[src/core/pced_pkg.sv]
// package: register map, field layout and reset values of the pin change edge detector
// Function
// - first port rising enables, bits 5..0
// - first port falling enables, bits 5..0
// - second port rising enables, bits 7..4
// - second port falling enables, bits 7..4
// - disabled polarity never sets a flag
// - first port flag set on enabled edge
// - second port flag set on enabled edge
// - flags sticky, cleared by software or reset
// - flags software writable, hardware settable too
// - first port bits 7..6 read zero
// - second port bits 3..0 read zero
// - all enables and flags reset zero
// - summary flag is OR of all flags
// - master enable gates only the request
// - edge during flag write leaves flag set
// - enabled edge wakes while master enable is set, flags updated first
package pced_pkg;
	localparam logic [11:0] OFS_FIRST_RISE = 12'h000;
	localparam logic [11:0] OFS_FIRST_FALL = 12'h004;
	localparam logic [11:0] OFS_FIRST_FLAGS = 12'h008;
	localparam logic [11:0] OFS_SECOND_RISE = 12'h00C;
	localparam logic [11:0] OFS_SECOND_FALL = 12'h010;
	localparam logic [11:0] OFS_SECOND_FLAGS = 12'h014;
	localparam logic [11:0] OFS_IRQ_CONTROL = 12'h018;
	localparam logic [11:0] OFS_IRQ_STATUS = 12'h01C;
	localparam logic [11:0] OFS_IRQ_MASK = 12'h020;
	// implemented bits of each port's registers
	localparam logic [7:0] FIRST_MASK = 8'h3F;
	localparam logic [7:0] SECOND_MASK = 8'hF0;
	localparam logic [7:0] REG_RESET = 8'h00;
	// irq control: bit 0 summary flag (read only), bit 1 master enable
	localparam int CTRL_SUMMARY_BIT = 0;
	localparam int CTRL_MASTER_BIT = 1;
	// irq status: bit 0 first port change, bit 1 second port change
	localparam logic [1:0] IRQ_RESET = 2'h0;
endpackage

[src/core/pced_sync_if.sv]
// interface: synchronised rising and falling edge strobes of both ports between the edge unit and the top
`timescale 1ns/1ps
interface pced_sync_if;
	logic [7:0] first_rise;
	logic [7:0] first_fall;
	logic [7:0] second_rise;
	logic [7:0] second_fall;
	modport source (output first_rise, output first_fall, output second_rise, output second_fall);
	modport sink (input first_rise, input first_fall, input second_rise, input second_fall);
endinterface

[src/core/pced_edge.sv]
// edge unit: three-stage pin synchronisers and per-pin edge strobes
`timescale 1ns/1ps
module pced_edge (
	input wire logic clock,
	input wire logic rst_n,
	input wire logic [7:0] first_port_pin,
	input wire logic [7:0] second_port_pin,
	pced_sync_if.source edges
);
	logic [7:0] a1, a2, a3;
	logic [7:0] b1, b2, b3;
	logic [7:0] a_prev, b_prev;
	// a change counts once stages two and three agree; a_prev holds the last agreed level
	wire [7:0] a_agree = ~(a2 ^ a3);
	wire [7:0] b_agree = ~(b2 ^ b3);
	wire [7:0] a_level = (a_agree & a3) | (~a_agree & a_prev);
	wire [7:0] b_level = (b_agree & b3) | (~b_agree & b_prev);

	always_ff @(posedge clock or negedge rst_n) begin
		if (!rst_n) begin
			a1 <= 8'h00;
			a2 <= 8'h00;
			a3 <= 8'h00;
			a_prev <= 8'h00;
			b1 <= 8'h00;
			b2 <= 8'h00;
			b3 <= 8'h00;
			b_prev <= 8'h00;
		end else begin
			a1 <= first_port_pin;
			a2 <= a1;
			a3 <= a2;
			a_prev <= a_level;
			b1 <= second_port_pin;
			b2 <= b1;
			b3 <= b2;
			b_prev <= b_level;
		end
	end

	assign edges.first_rise = a_level & ~a_prev & pced_pkg::FIRST_MASK;
	assign edges.first_fall = ~a_level & a_prev & pced_pkg::FIRST_MASK;
	assign edges.second_rise = b_level & ~b_prev & pced_pkg::SECOND_MASK;
	assign edges.second_fall = ~b_level & b_prev & pced_pkg::SECOND_MASK;
endmodule

[src/core/pced_apb.sv]
// apb slave front end: zero-wait decode of write and read strobes
`timescale 1ns/1ps
module pced_apb (
	input wire logic psel,
	input wire logic penable,
	input wire logic pwrite,
	input wire logic [11:0] paddr,
	output logic pready,
	output logic wr_stb,
	output logic rd_stb,
	output logic [11:0] word_addr,
	output logic mapped
);
	assign pready = 1'b1;
	assign wr_stb = psel & penable & pwrite;
	assign rd_stb = psel & penable & ~pwrite;
	assign word_addr = {paddr[11:2], 2'b00};
	assign mapped = (word_addr <= pced_pkg::OFS_IRQ_MASK);
endmodule

[src/core/pced_top.sv]
// top: registers, flags, summary, interrupt and wake logic of the pin change edge detector
//
// Chosen here: the APB register port and the register offsets.
`timescale 1ns/1ps
module pced_top (
	input wire logic clock,
	input wire logic rst_n,
	input wire logic [7:0] first_port_pin,
	input wire logic [7:0] second_port_pin,
	input wire logic psel,
	input wire logic penable,
	input wire logic pwrite,
	input wire logic [11:0] paddr,
	input wire logic [31:0] pwdata,
	output logic [31:0] prdata,
	output logic pready,
	output logic pslverr,
	output logic change_irq,
	output logic wake_req,
	output logic irq
);
	// ----------------------------------------
	// bus front end and edge unit
	// ----------------------------------------
	pced_sync_if edges ();
	logic wr_stb, rd_stb, mapped;
	logic [11:0] word_addr;

	pced_apb u_apb (
		.psel(psel),
		.penable(penable),
		.pwrite(pwrite),
		.paddr(paddr),
		.pready(pready),
		.wr_stb(wr_stb),
		.rd_stb(rd_stb),
		.word_addr(word_addr),
		.mapped(mapped)
	);

	pced_edge u_edge (
		.clock(clock),
		.rst_n(rst_n),
		.first_port_pin(first_port_pin),
		.second_port_pin(second_port_pin),
		.edges(edges.source)
	);

	// ----------------------------------------
	// registers
	// ----------------------------------------
	logic [7:0] first_port_rise_enable, first_port_fall_enable, first_port_change_flags;
	logic [7:0] second_port_rise_enable, second_port_fall_enable, second_port_change_flags;
	logic change_irq_master_enable;
	logic [1:0] irq_status, irq_mask;

	function automatic logic wr_hit(input logic [11:0] a, input logic [11:0] ofs, input logic s);
		wr_hit = s & (a == ofs);
	endfunction

	wire [7:0] wbyte = pwdata[7:0];
	wire w_ar = wr_hit(word_addr, pced_pkg::OFS_FIRST_RISE, wr_stb);
	wire w_af = wr_hit(word_addr, pced_pkg::OFS_FIRST_FALL, wr_stb);
	wire w_ag = wr_hit(word_addr, pced_pkg::OFS_FIRST_FLAGS, wr_stb);
	wire w_br = wr_hit(word_addr, pced_pkg::OFS_SECOND_RISE, wr_stb);
	wire w_bf = wr_hit(word_addr, pced_pkg::OFS_SECOND_FALL, wr_stb);
	wire w_bg = wr_hit(word_addr, pced_pkg::OFS_SECOND_FLAGS, wr_stb);
	wire w_ctl = wr_hit(word_addr, pced_pkg::OFS_IRQ_CONTROL, wr_stb);
	wire w_msk = wr_hit(word_addr, pced_pkg::OFS_IRQ_MASK, wr_stb);
	wire r_sts = wr_hit(word_addr, pced_pkg::OFS_IRQ_STATUS, rd_stb);

	// each polarity only counts where its enable is one
	wire [7:0] a_hit = (edges.first_rise & first_port_rise_enable) | (edges.first_fall & first_port_fall_enable);
	wire [7:0] b_hit = (edges.second_rise & second_port_rise_enable) | (edges.second_fall & second_port_fall_enable);

	// a hardware set beats whatever software writes in the same cycle
	wire [7:0] next_a_flags = ((w_ag ? wbyte : first_port_change_flags) | a_hit) & pced_pkg::FIRST_MASK;
	wire [7:0] next_b_flags = ((w_bg ? wbyte : second_port_change_flags) | b_hit) & pced_pkg::SECOND_MASK;

	wire change_summary_flag = (|first_port_change_flags) | (|second_port_change_flags);
	wire [1:0] ev = {|b_hit, |a_hit};
	wire [1:0] next_status = (r_sts ? 2'h0 : irq_status) | ev;

	always_ff @(posedge clock or negedge rst_n) begin
		if (!rst_n) begin
			first_port_rise_enable <= pced_pkg::REG_RESET;
			first_port_fall_enable <= pced_pkg::REG_RESET;
			first_port_change_flags <= pced_pkg::REG_RESET;
			second_port_rise_enable <= pced_pkg::REG_RESET;
			second_port_fall_enable <= pced_pkg::REG_RESET;
			second_port_change_flags <= pced_pkg::REG_RESET;
			change_irq_master_enable <= 1'b0;
			irq_status <= pced_pkg::IRQ_RESET;
			irq_mask <= pced_pkg::IRQ_RESET;
		end else begin
			if (w_ar) first_port_rise_enable <= wbyte & pced_pkg::FIRST_MASK;
			if (w_af) first_port_fall_enable <= wbyte & pced_pkg::FIRST_MASK;
			if (w_br) second_port_rise_enable <= wbyte & pced_pkg::SECOND_MASK;
			if (w_bf) second_port_fall_enable <= wbyte & pced_pkg::SECOND_MASK;
			if (w_ctl) change_irq_master_enable <= pwdata[pced_pkg::CTRL_MASTER_BIT];
			if (w_msk) irq_mask <= pwdata[1:0];
			first_port_change_flags <= next_a_flags;
			second_port_change_flags <= next_b_flags;
			irq_status <= next_status;
		end
	end

	// ----------------------------------------
	// request, wake and read back
	// ----------------------------------------
	// flags keep updating with the master enable off; only the request is gated
	assign change_irq = change_summary_flag & change_irq_master_enable;
	// wake follows the request combinationally; flags are already set in the cycle wake_req rises
	assign wake_req = change_irq;
	assign irq = |(irq_status & irq_mask);

	wire [7:0] ctl_rd = {6'h00, change_irq_master_enable, change_summary_flag};
	logic [7:0] rd_mux;
	always_comb begin
		rd_mux = 8'h00;
		unique case (word_addr)
			pced_pkg::OFS_FIRST_RISE: rd_mux = first_port_rise_enable;
			pced_pkg::OFS_FIRST_FALL: rd_mux = first_port_fall_enable;
			pced_pkg::OFS_FIRST_FLAGS: rd_mux = first_port_change_flags;
			pced_pkg::OFS_SECOND_RISE: rd_mux = second_port_rise_enable;
			pced_pkg::OFS_SECOND_FALL: rd_mux = second_port_fall_enable;
			pced_pkg::OFS_SECOND_FLAGS: rd_mux = second_port_change_flags;
			pced_pkg::OFS_IRQ_CONTROL: rd_mux = ctl_rd;
			pced_pkg::OFS_IRQ_STATUS: rd_mux = {6'h00, irq_status};
			pced_pkg::OFS_IRQ_MASK: rd_mux = {6'h00, irq_mask};
			default: rd_mux = 8'h00;
		endcase
	end
	assign prdata = {24'h000000, rd_mux};
	assign pslverr = psel & penable & ~mapped;
endmodule

[config.mk]
export PLATFORM = sky130hd
export DESIGN_NAME = pced_top
export DESIGN_NICKNAME = d
export VERILOG_FILES = /design/src/core/pced_pkg.sv /design/src/core/pced_sync_if.sv /design/src/core/pced_edge.sv /design/src/core/pced_apb.sv /design/src/core/pced_top.sv
export SDC_FILE = /design/constraint.sdc
export NUM_CORES = 1
export LEC_CHECK = 0
export BUFFER_PORTS_ARGS = -buffer_cell sky130_fd_sc_hd__buf_2
export CORE_ASPECT_RATIO = 0.5
export CORE_UTILIZATION = 52
export DETAILED_ROUTE_END_ITERATION = 8
export GPL_TIMING_DRIVEN = 1
export PLACE_DENSITY = 0.92
export SYNTH_ARGS = -nofsm -noshare
export SYNTH_HDL_FRONTEND = slang
export SYNTH_HIERARCHICAL = 1
export SYNTH_SLANG_ARGS = --single-unit
[constraint.sdc]
create_clock -name clock -period 2.2 [get_ports clock]
set_clock_uncertainty 0.15 [all_clocks]
set_input_delay 0.22 -clock clock [delete_from_list [all_inputs] [get_ports clock]]
set_output_delay 0.22 -clock clock [all_outputs]
set_load 0.02 [all_outputs]
==> out/qor.yml, run 1 <==
outcome: "complete, no violations"
post_cts_buffers: 0
placedCellCount: 413
worst_ep_arrival_time_ns: 1.78
tightestPinTransition_ns: 0.597
dr.first_iter.drc_count: 198
cts_root_buffer: "clkbuf_16"
antennaDiodeCount: 0
wirelength_um: 7970
comb_power_share_pct: 7.0
die_h_um: 60.1
p_int_mw: 2.59
grt_util_met3_pct: 6.68
dieArea_mm2: 0.00711
grt_use_met1_pct: 27.5
p_switching_mw: 0.731
required_ns: 1.83
drt-pass1-iter-count: 5
fin_crit_sh_pct: 97.8
clock.fmax_mhz: 465
start_util_pct: 55.9
hold_violations: 0
dpl.hpwl_um: 4730
total_leakage_power_nw: 2.01
grt_pass1_vias: 2476
cp_num_buf_inv: 1
critPathTopFamily: "simple AND/OR/NAND/NOR gates"
use_met2_pct: 41.0
port_buffers: 44
placement_rows: 20
max_stage_delay_ns: 0.46
grt_use_total_pct: 24.1
cp_slowest_cell: "nor4_1"
grt_pass1_wl_um: 12700
fin_setup_tns_ns: 0
power_density_mw_per_mm2: 794
cts.clk_slew.worst_paths_ns: 0.06
drive_gt1_share_pct: 31.0
wire_per_inst_um: 18.0
cp-end-kind: "output port"
gp_congestion: 0.839
relSlewSlack_pct: 60.1
peakVddDrop_mv: 0.386
postRouteAntennaNets: 0
whs_ns: 0.0372
setup_violations: 0
cts_tree: "built"
crit_type: "reg -> out"
netlist_area_mm2: 0.00351
clkPwrFrac_pct: 48.8
avgSynthCellArea_um2: 12.0
max_cap_violations: 0
cpMostUsedCell: "nand3_1"
clockBufferDepth: 2
htree_levels: 3
overflow: 0
finalCriticalPeriod_ns: 2.15
final_cells: 443
dr_total_vias: 2616
hp-class: "in -> reg"
coreArea_mm2: 0.00628
grt_setup_unrepaired: "no"
postSynthCellCount: 293
post_dp_cell_area_mm2: 0.00369
io_pins: 102
path_cells: "nor4_1 > nand3_1 > nand3_1 > nand4_1 > buf_2"
die_w_um: 118
avgViaCountPerCell: 5.91
fin_area_mm2: 0.00418
pwr-share-seq_pct: 44.2
antenna_found_initial: 0
swShare_pct: 22.0
area_growth_pct: 19.0
grt.busiest_layer: "met2"
n_fill_cell: 395
drc: 0
cts_made_buffers: 9
fin_nets: 415
yosys_warnings: 6
clk_latency_ns: 0.33
grt_max_degree: 76
crit_fanout: 3
critPathLaunchType: "flop"
clock_sinks: 75
slew_viol_final: 0
layer usage:
metal / share of wire (%) / vias up
li1: - / 1115
met1: 39 / 1276
met2: 49 / 178
met3: 6.9 / 47
met4: 5.3 / 0
met5: 0 / -
cells in the final DEF (no fill, tap or decap), drive strengths merged, types with 5 or more instances in the layout:
master	count
dfrtp	75
buf	51
nand3	28
conb	27
mux2	24
nand2	18
dlygate4sd3	14
clkbuf	11
nor2	10
a22oi	10
maj3	10
nor3b	10
and3b	10
mux2i	8
nand4	6
nor4	6
and3	5
final timing paths:
check	from	endpoint	slack, ns	depth (start not counted)
setup / recovery	first_port_change_flags[4]	prdata[0]	0.05	5
max in group asynchronous	rst_n	u_edge/a_prev[4]	1.31	3
hold reg to reg	u_edge/a1[4]	u_edge/a2[4]	0.20	0
min in group asynchronous	rst_n	u_edge/a1[4]	0.30	3
hold / removal	pwdata[0]	irq_mask[0]	0.04	2
setup reg to reg	u_edge/a2[5]	irq_status[0]	0.54	4
power by group through the flow:
stage / registers (mW) / clock network (mW) / logic, mW
6_report: 1.47 / 1.62 / 0.231
3_3_place_gp: 1.48 / 0 / 0.199
2_1_floorplan: 1.48 / 0 / 0.171
5_1_grt: 1.47 / 1.70 / 0.249
3_5_place_dp: 1.49 / 0 / 0.206
4_1_cts: 1.47 / 1.64 / 0.228
per-stage QoR:
| stage | power (mW) | utilization [%] | setup slack (ns) |
|---|---|---|---|
| CTS | 3.33 | 66.4 | 0.0549 |
| finish | 3.32 | 66.6 | 0.0486 |
| detailed placement | 1.70 | 58.8 | 0.166 |
| global route | 3.42 | 66.6 | 0.0162 |
| floorplan | 1.65 | - | 0.284 |
| global placement | 1.68 | 58.8 | 0.244 |
layout make-up:
class	count	area (um^2)	share of cell area [%]
timing repair buffer	65	428	10.2
inverter	2	7.51	0.180
sequential	75	1880	44.9
tap	88	110	2.63
clock buffer	11	253	6.05
clock inverter	5	82.6	1.98
multi-input combinational	197	1420	34.0
flip-flops by register name, summed over array words and instances (netlist names):
signal and count:
u_edge/a2 6, u_edge/a1 6, u_edge/b_prev 4, first_port_rise_enable 6, first_port_fall_enable 6, u_edge/a_prev 6
change_irq_master_enable 1, second_port_rise_enable 4, irq_status 2, u_edge/b3 4, second_port_change_flags 4, u_edge/b2 4
u_edge/b1 4, u_edge/a3 6, second_port_fall_enable 4, irq_mask 2, first_port_change_flags 6
timing repair:
item | 4_1_cts | 5_1_grt
setup endpoints to repair | 0 | 4
hold buffers | 14 | 0
endpoints found under the hold margin | 91 | 0
gates resized for setup | 0 | 2
Power figures use the tool's default switching activity.
==> run 2, diff against run 1 <==
Settings changed: CORE_UTILIZATION 52 to 30, PLACE_DENSITY 0.92 to 0.63.
==> run 2 against run 1 <==
Via count is 8.8% lower. Flip-flop and latch count stayed put. Register-to-register slack better by 0.09 ns. Worst hold slack worse by 0.016 ns. Critical path depth stayed put. Count of clock-buffer cells in the layout is 4 higher. Routed wire length is 9.9% lower. Die area is 71% higher. Global-route usage is 12 points lower. Cell count is 17% higher. Highest routed layer unchanged.
==> out/qor.yml, run 2 (synthesis results as in run 1) <==
outcome: "complete, no violations"
power.total_mw: 3.18
finalCriticalPeriod_ns: 1.98
tightestPinTransition_ns: 0.592
dr_total_vias: 2385
required_ns: 1.83
hold_violations: 0
fin_area_mm2: 0.00425
clkPwrFrac_pct: 46.7
max_cap_violations: 0
area_growth_pct: 21.1
crit_type: "reg -> out"
port_buffers: 44
antennaDiodeCount: 0
cts.clk_slew.worst_paths_ns: 0.05
gp_congestion: 0.838
die_h_um: 78.5
comb_power_share_pct: 7.3
grt_use_total_pct: 12.6
cp_slowest_cell: "dfrtp_1"
peakVddDrop_mv: 0.459
power_density_mw_per_mm2: 747
start_util_pct: 31.4
hp-class: "in -> reg"
p_int_mw: 2.50
cts_tree: "built"
htree_levels: 3
clockBufferDepth: 2
clk_latency_ns: 0.32
post_dp_cell_area_mm2: 0.00383
total_leakage_power_nw: 2.01
fin_crit_sh_pct: 89.9
coreArea_mm2: 0.0112
grt_pass1_wl_um: 11900
setup_violations: 0
mostFrequentLayoutCells: "75 x dfrtp_1, 43 x buf_2, 28 x nand3_1"
grt_setup_unrepaired: "no"
worst_ep_arrival_time_ns: 1.61
pre_cts_slack_ns: 0.248
io_pins: 102
grt_max_degree: 45
dpl.hpwl_um: 5140
dr.first_iter.drc_count: 162
fin_util_pct: 38.0
wirelength_um: 7180
slew_viol_final: 0
crit_fanout: 3
critPathLaunchType: "flop"
placement_rows: 27
antenna_found_initial: 0
fin_nets: 419
clock.fmax_mhz: 506
cts_root_buffer: "clkbuf_16"
postRouteAntennaNets: 0
relSlewSlack_pct: 60.6
p_switching_mw: 0.679
overflow: 0
dieArea_mm2: 0.0122
grt_pass1_vias: 2264
final_common_cell: "dfrtp_1"
cp-end-kind: "output port"
fin_setup_tns_ns: 0
placedCellCount: 491
whs_ns: 0.0216
drive_gt1_share_pct: 31.2
die_w_um: 155
avgViaCountPerCell: 4.60
drc: 0
clock_sinks: 75
finalWorstSetupSlack_ns: 0.222
pwr-share-seq_pct: 46.0
cts_made_buffers: 9
max_stage_delay_ns: 0.40
wire_per_inst_um: 13.9
cpMostUsedCell: "nand3_1"
final_cells: 518
drt-pass1-iter-count: 4
cts_resized: 0
swShare_pct: 21.4
path_cells: "nor4_1 > nand3_1 > nand3_1 > nand4_1 > buf_2"
==> run 2: cell count changes in the layout (fill, tap and decap cells not counted) <==
cell / before / now
bufinv_16: 2 / 1
dlygate4sd3_1: 14 / 11
nor4_2: 2 / 1
nor4_1: 3 / 4
clkbuf_1: 0 / 3
o22ai_1: 1 / 2
clkbuf_8: 2 / 3
buf_4: 7 / 14
o22ai_2: 1 / 0
clkinv_2: 1 / 0
inv_6: 2 / 0
==> run 2: power groups by stage <==
stage / sequential (mW) / clock (mW) / combinational [mW]
CTS: 1.46 / 1.52 / 0.233
global placement: 1.48 / 0 / 0.215
detailed placement: 1.49 / 0 / 0.216
global route: 1.47 / 1.58 / 0.253
finish: 1.46 / 1.48 / 0.231
floorplan: 1.48 / 0 / 0.171
==> run 2: worst paths after layout <==
check | endpoint | cells past startpoint | slack [ns] | startpoint
min reg2reg | u_edge/b2[7] | 0 | 0.20 | u_edge/b1[7]
max | prdata[0] | 5 | 0.22 | second_port_change_flags[7]
max reg2reg | irq_status[0] | 4 | 0.63 | u_edge/a2[5]
min in group asynchronous | u_edge/a1[2] | 2 | 0.29 | rst_n
min | second_port_change_flags[6] | 3 | 0.02 | pwdata[6]
max in group asynchronous | u_edge/b_prev[7] | 3 | 1.03 | rst_n
==> run 2: worst max-delay path: cells and delay by family, from the launching register on <==
kind | cells | cell delay [ns]
simple gates | 4 | 0.70
flops | 1 | 0.40
buf+inv | 1 | 0.18
==> run 2: final cells by class <==
| type | instances | area, um^2 |
|---|---|---|
| Clock inverter | 1 | 30.0 |
| Multi-Input combinational cell | 197 | 1410 |
| Clock buffer | 15 | 278 |
| Timing Repair Buffer | 69 | 450 |
| Sequential cell | 75 | 1880 |
| Inverter | 2 | 7.51 |
| Tap cell | 159 | 199 |
| Fill cell | 1076 | 6930 |
==> run 2: metal layers <==
| metal | global-route usage (%) | wire, um |
|---|---|---|
| met4 | 2.97 | 43 |
| met2 | 18.6 | 3080 |
| met1 | 18.1 | 3530 |
| met3 | 3.53 | 527 |
| met5 | 0 | 0 |
==> run 2: what timing repair did <==
item,CTS,global route
endpoints found under the hold margin,53,0
setup buffers,0,0
setup endpoints to repair,0,0
hold buffers,11,0
==> run 3, diff against run 2 <==
Settings changed: HOLD_SLACK_MARGIN from default to 0.03, RECOVER_POWER from default to 50.
==> run 3 against run 2 <==
Global-route usage up 0.086 points. Sequential power about the same. Total power about the same. Cell count up 0.77%. Flip-flop and latch count unchanged. First-iteration DRC count unchanged. Critical path type unchanged. Highest routed layer unchanged.
==> out/qor.yml, run 3 (synthesis results as in run 1) <==
wire_per_inst_um: 13.8
whs_path_depth: 2
clk_latency_ns: 0.32
overflow: 0
power_density_mw_per_mm2: 744
gp_congestion: 0.838
total_leakage_power_nw: 2.01
wirelength_um: 7220
crit_fanout: 3
hp-class: "in -> reg"
outcome: "complete, no violations"
antennaDiodeCount: 0
finalCriticalPeriod_ns: 1.98
dr.first_iter.drc_count: 162
cts_resized: 0
cts_made_buffers: 9
drc: 0
n_fill_cell: 1085
tightestPinTransition_ns: 1.15
grt_use_total_pct: 12.7
fin_nets: 423
final_common_cell: "dfrtp_1"
r2r_cells: 4
grt_setup_unrepaired: "no"
cts_root_buffer: "clkbuf_16"
clock.fmax_mhz: 506
relSlewSlack_pct: 23.2
postRouteAntennaNets: 0
crit_type: "reg -> out"
fin_crit_sh_pct: 89.8
cp-end-kind: "output port"
start_util_pct: 31.4
dr_total_vias: 2406
port_buffers: 44
dieArea_mm2: 0.0122
max_cap_violations: 0
finalWorstSetupSlack_ns: 0.224
grt_pass1_wl_um: 11900
grt_max_degree: 45
whs_ns: 0.0410
htree_levels: 3
clockBufferDepth: 2
required_ns: 1.83
die_w_um: 155
io_pins: 102
setup_violations: 0
avgViaCountPerCell: 4.61
worst_ep_arrival_time_ns: 1.61
dpl.hpwl_um: 5140
placement_rows: 27
drive_gt1_share_pct: 27.0
die_h_um: 78.5
hold_violations: 0
pre_cts_slack_ns: 0.248
drt-pass1-iter-count: 4
slew_viol_final: 0
critPathLaunchType: "flop"
fin_setup_tns_ns: 0
peakVddDrop_mv: 0.459
antenna_found_initial: 0
cts_tree: "built"
mostFrequentLayoutCells: "75 x dfrtp_1, 39 x buf_2, 28 x nand3_1"
cts.clk_slew.worst_paths_ns: 0.06
clock_sinks: 75
coreArea_mm2: 0.0112
grt_pass1_vias: 2286
area_growth_pct: 21.6
-- run 3: cell types whose count changed in the layout (fill, tap and decap cells not counted), sizes merged --
cell | before | now
clkbuf | 15 | 20
buf | 58 | 53
dlygate4sd3 | 11 | 15
-- run 3: worst max-delay path, stage by stage (launching register included) --
cell	delay (ns)
dfrtp_1	0.40
nor4_1	0.32
nand3_1	0.16
nand3_1	0.11
nand4_1	0.11
buf_2	0.18
-- run 3: through the flow --
stage,total power [mW],instance area (um^2),util (%),std cells
finish,3.18,4270,38.2,522
global route,3.31,4270,38.2,522
CTS,3.22,4290,38.4,522
detailed placement,1.70,3830,34.3,491
global placement,1.70,3830,34.3,491
floorplan,1.65,3600,-,317
-- run 3: layout make-up --
type                       count  area [um^2]  area share [%]
clock buffer                  15          278            6.50
clock inverter                 1         30.0           0.703
inverter                       2         7.51           0.176
multi-input combinational    197         1400            32.7
sequential                    75         1880            43.9
tap                          159          199            4.66
timing repair buffer          73          483            11.3
-- run 3: per-layer routing --
metal  up-vias  track usage [%]  wire [um]
li1       1139                -          -
met1      1172             18.2       3570
met2        93             18.8       3110
met3         2             3.53        498
met4         0             2.97         43
met5         -                0          0
-- run 3: power by group --
part           internal (mW)  switching, mW  leakage (nW)  total (mW)
Sequential              1.43         0.0319         0.903        1.46
Clock                  0.972          0.514         0.150        1.49
Combinational         0.0962          0.134         0.956       0.230
Total                   2.50          0.680          2.01        3.18
-- run 3: repair_timing --
action | CTS | global route
endpoints found under the setup margin | 0 | 0
hold buffers | 15 | 0
setup buffers | 0 | 0
hold endpoints to repair | 63 | 0
-- run 3: path summary, 6_finish.rpt --
kind | startpoint | to | slack, ns
setup reg to reg | u_edge/a2[5] | irq_status[0] | 0.63
setup / recovery | second_port_change_flags[7] | prdata[0] | 0.22
min in group asynchronous | rst_n | u_edge/a1[2] | 0.51
hold reg to reg | u_edge/b1[7] | u_edge/b2[7] | 0.19
max in group asynchronous | rst_n | u_edge/b_prev[7] | 0.65
hold / removal | pwdata[0] | irq_mask[0] | 0.04
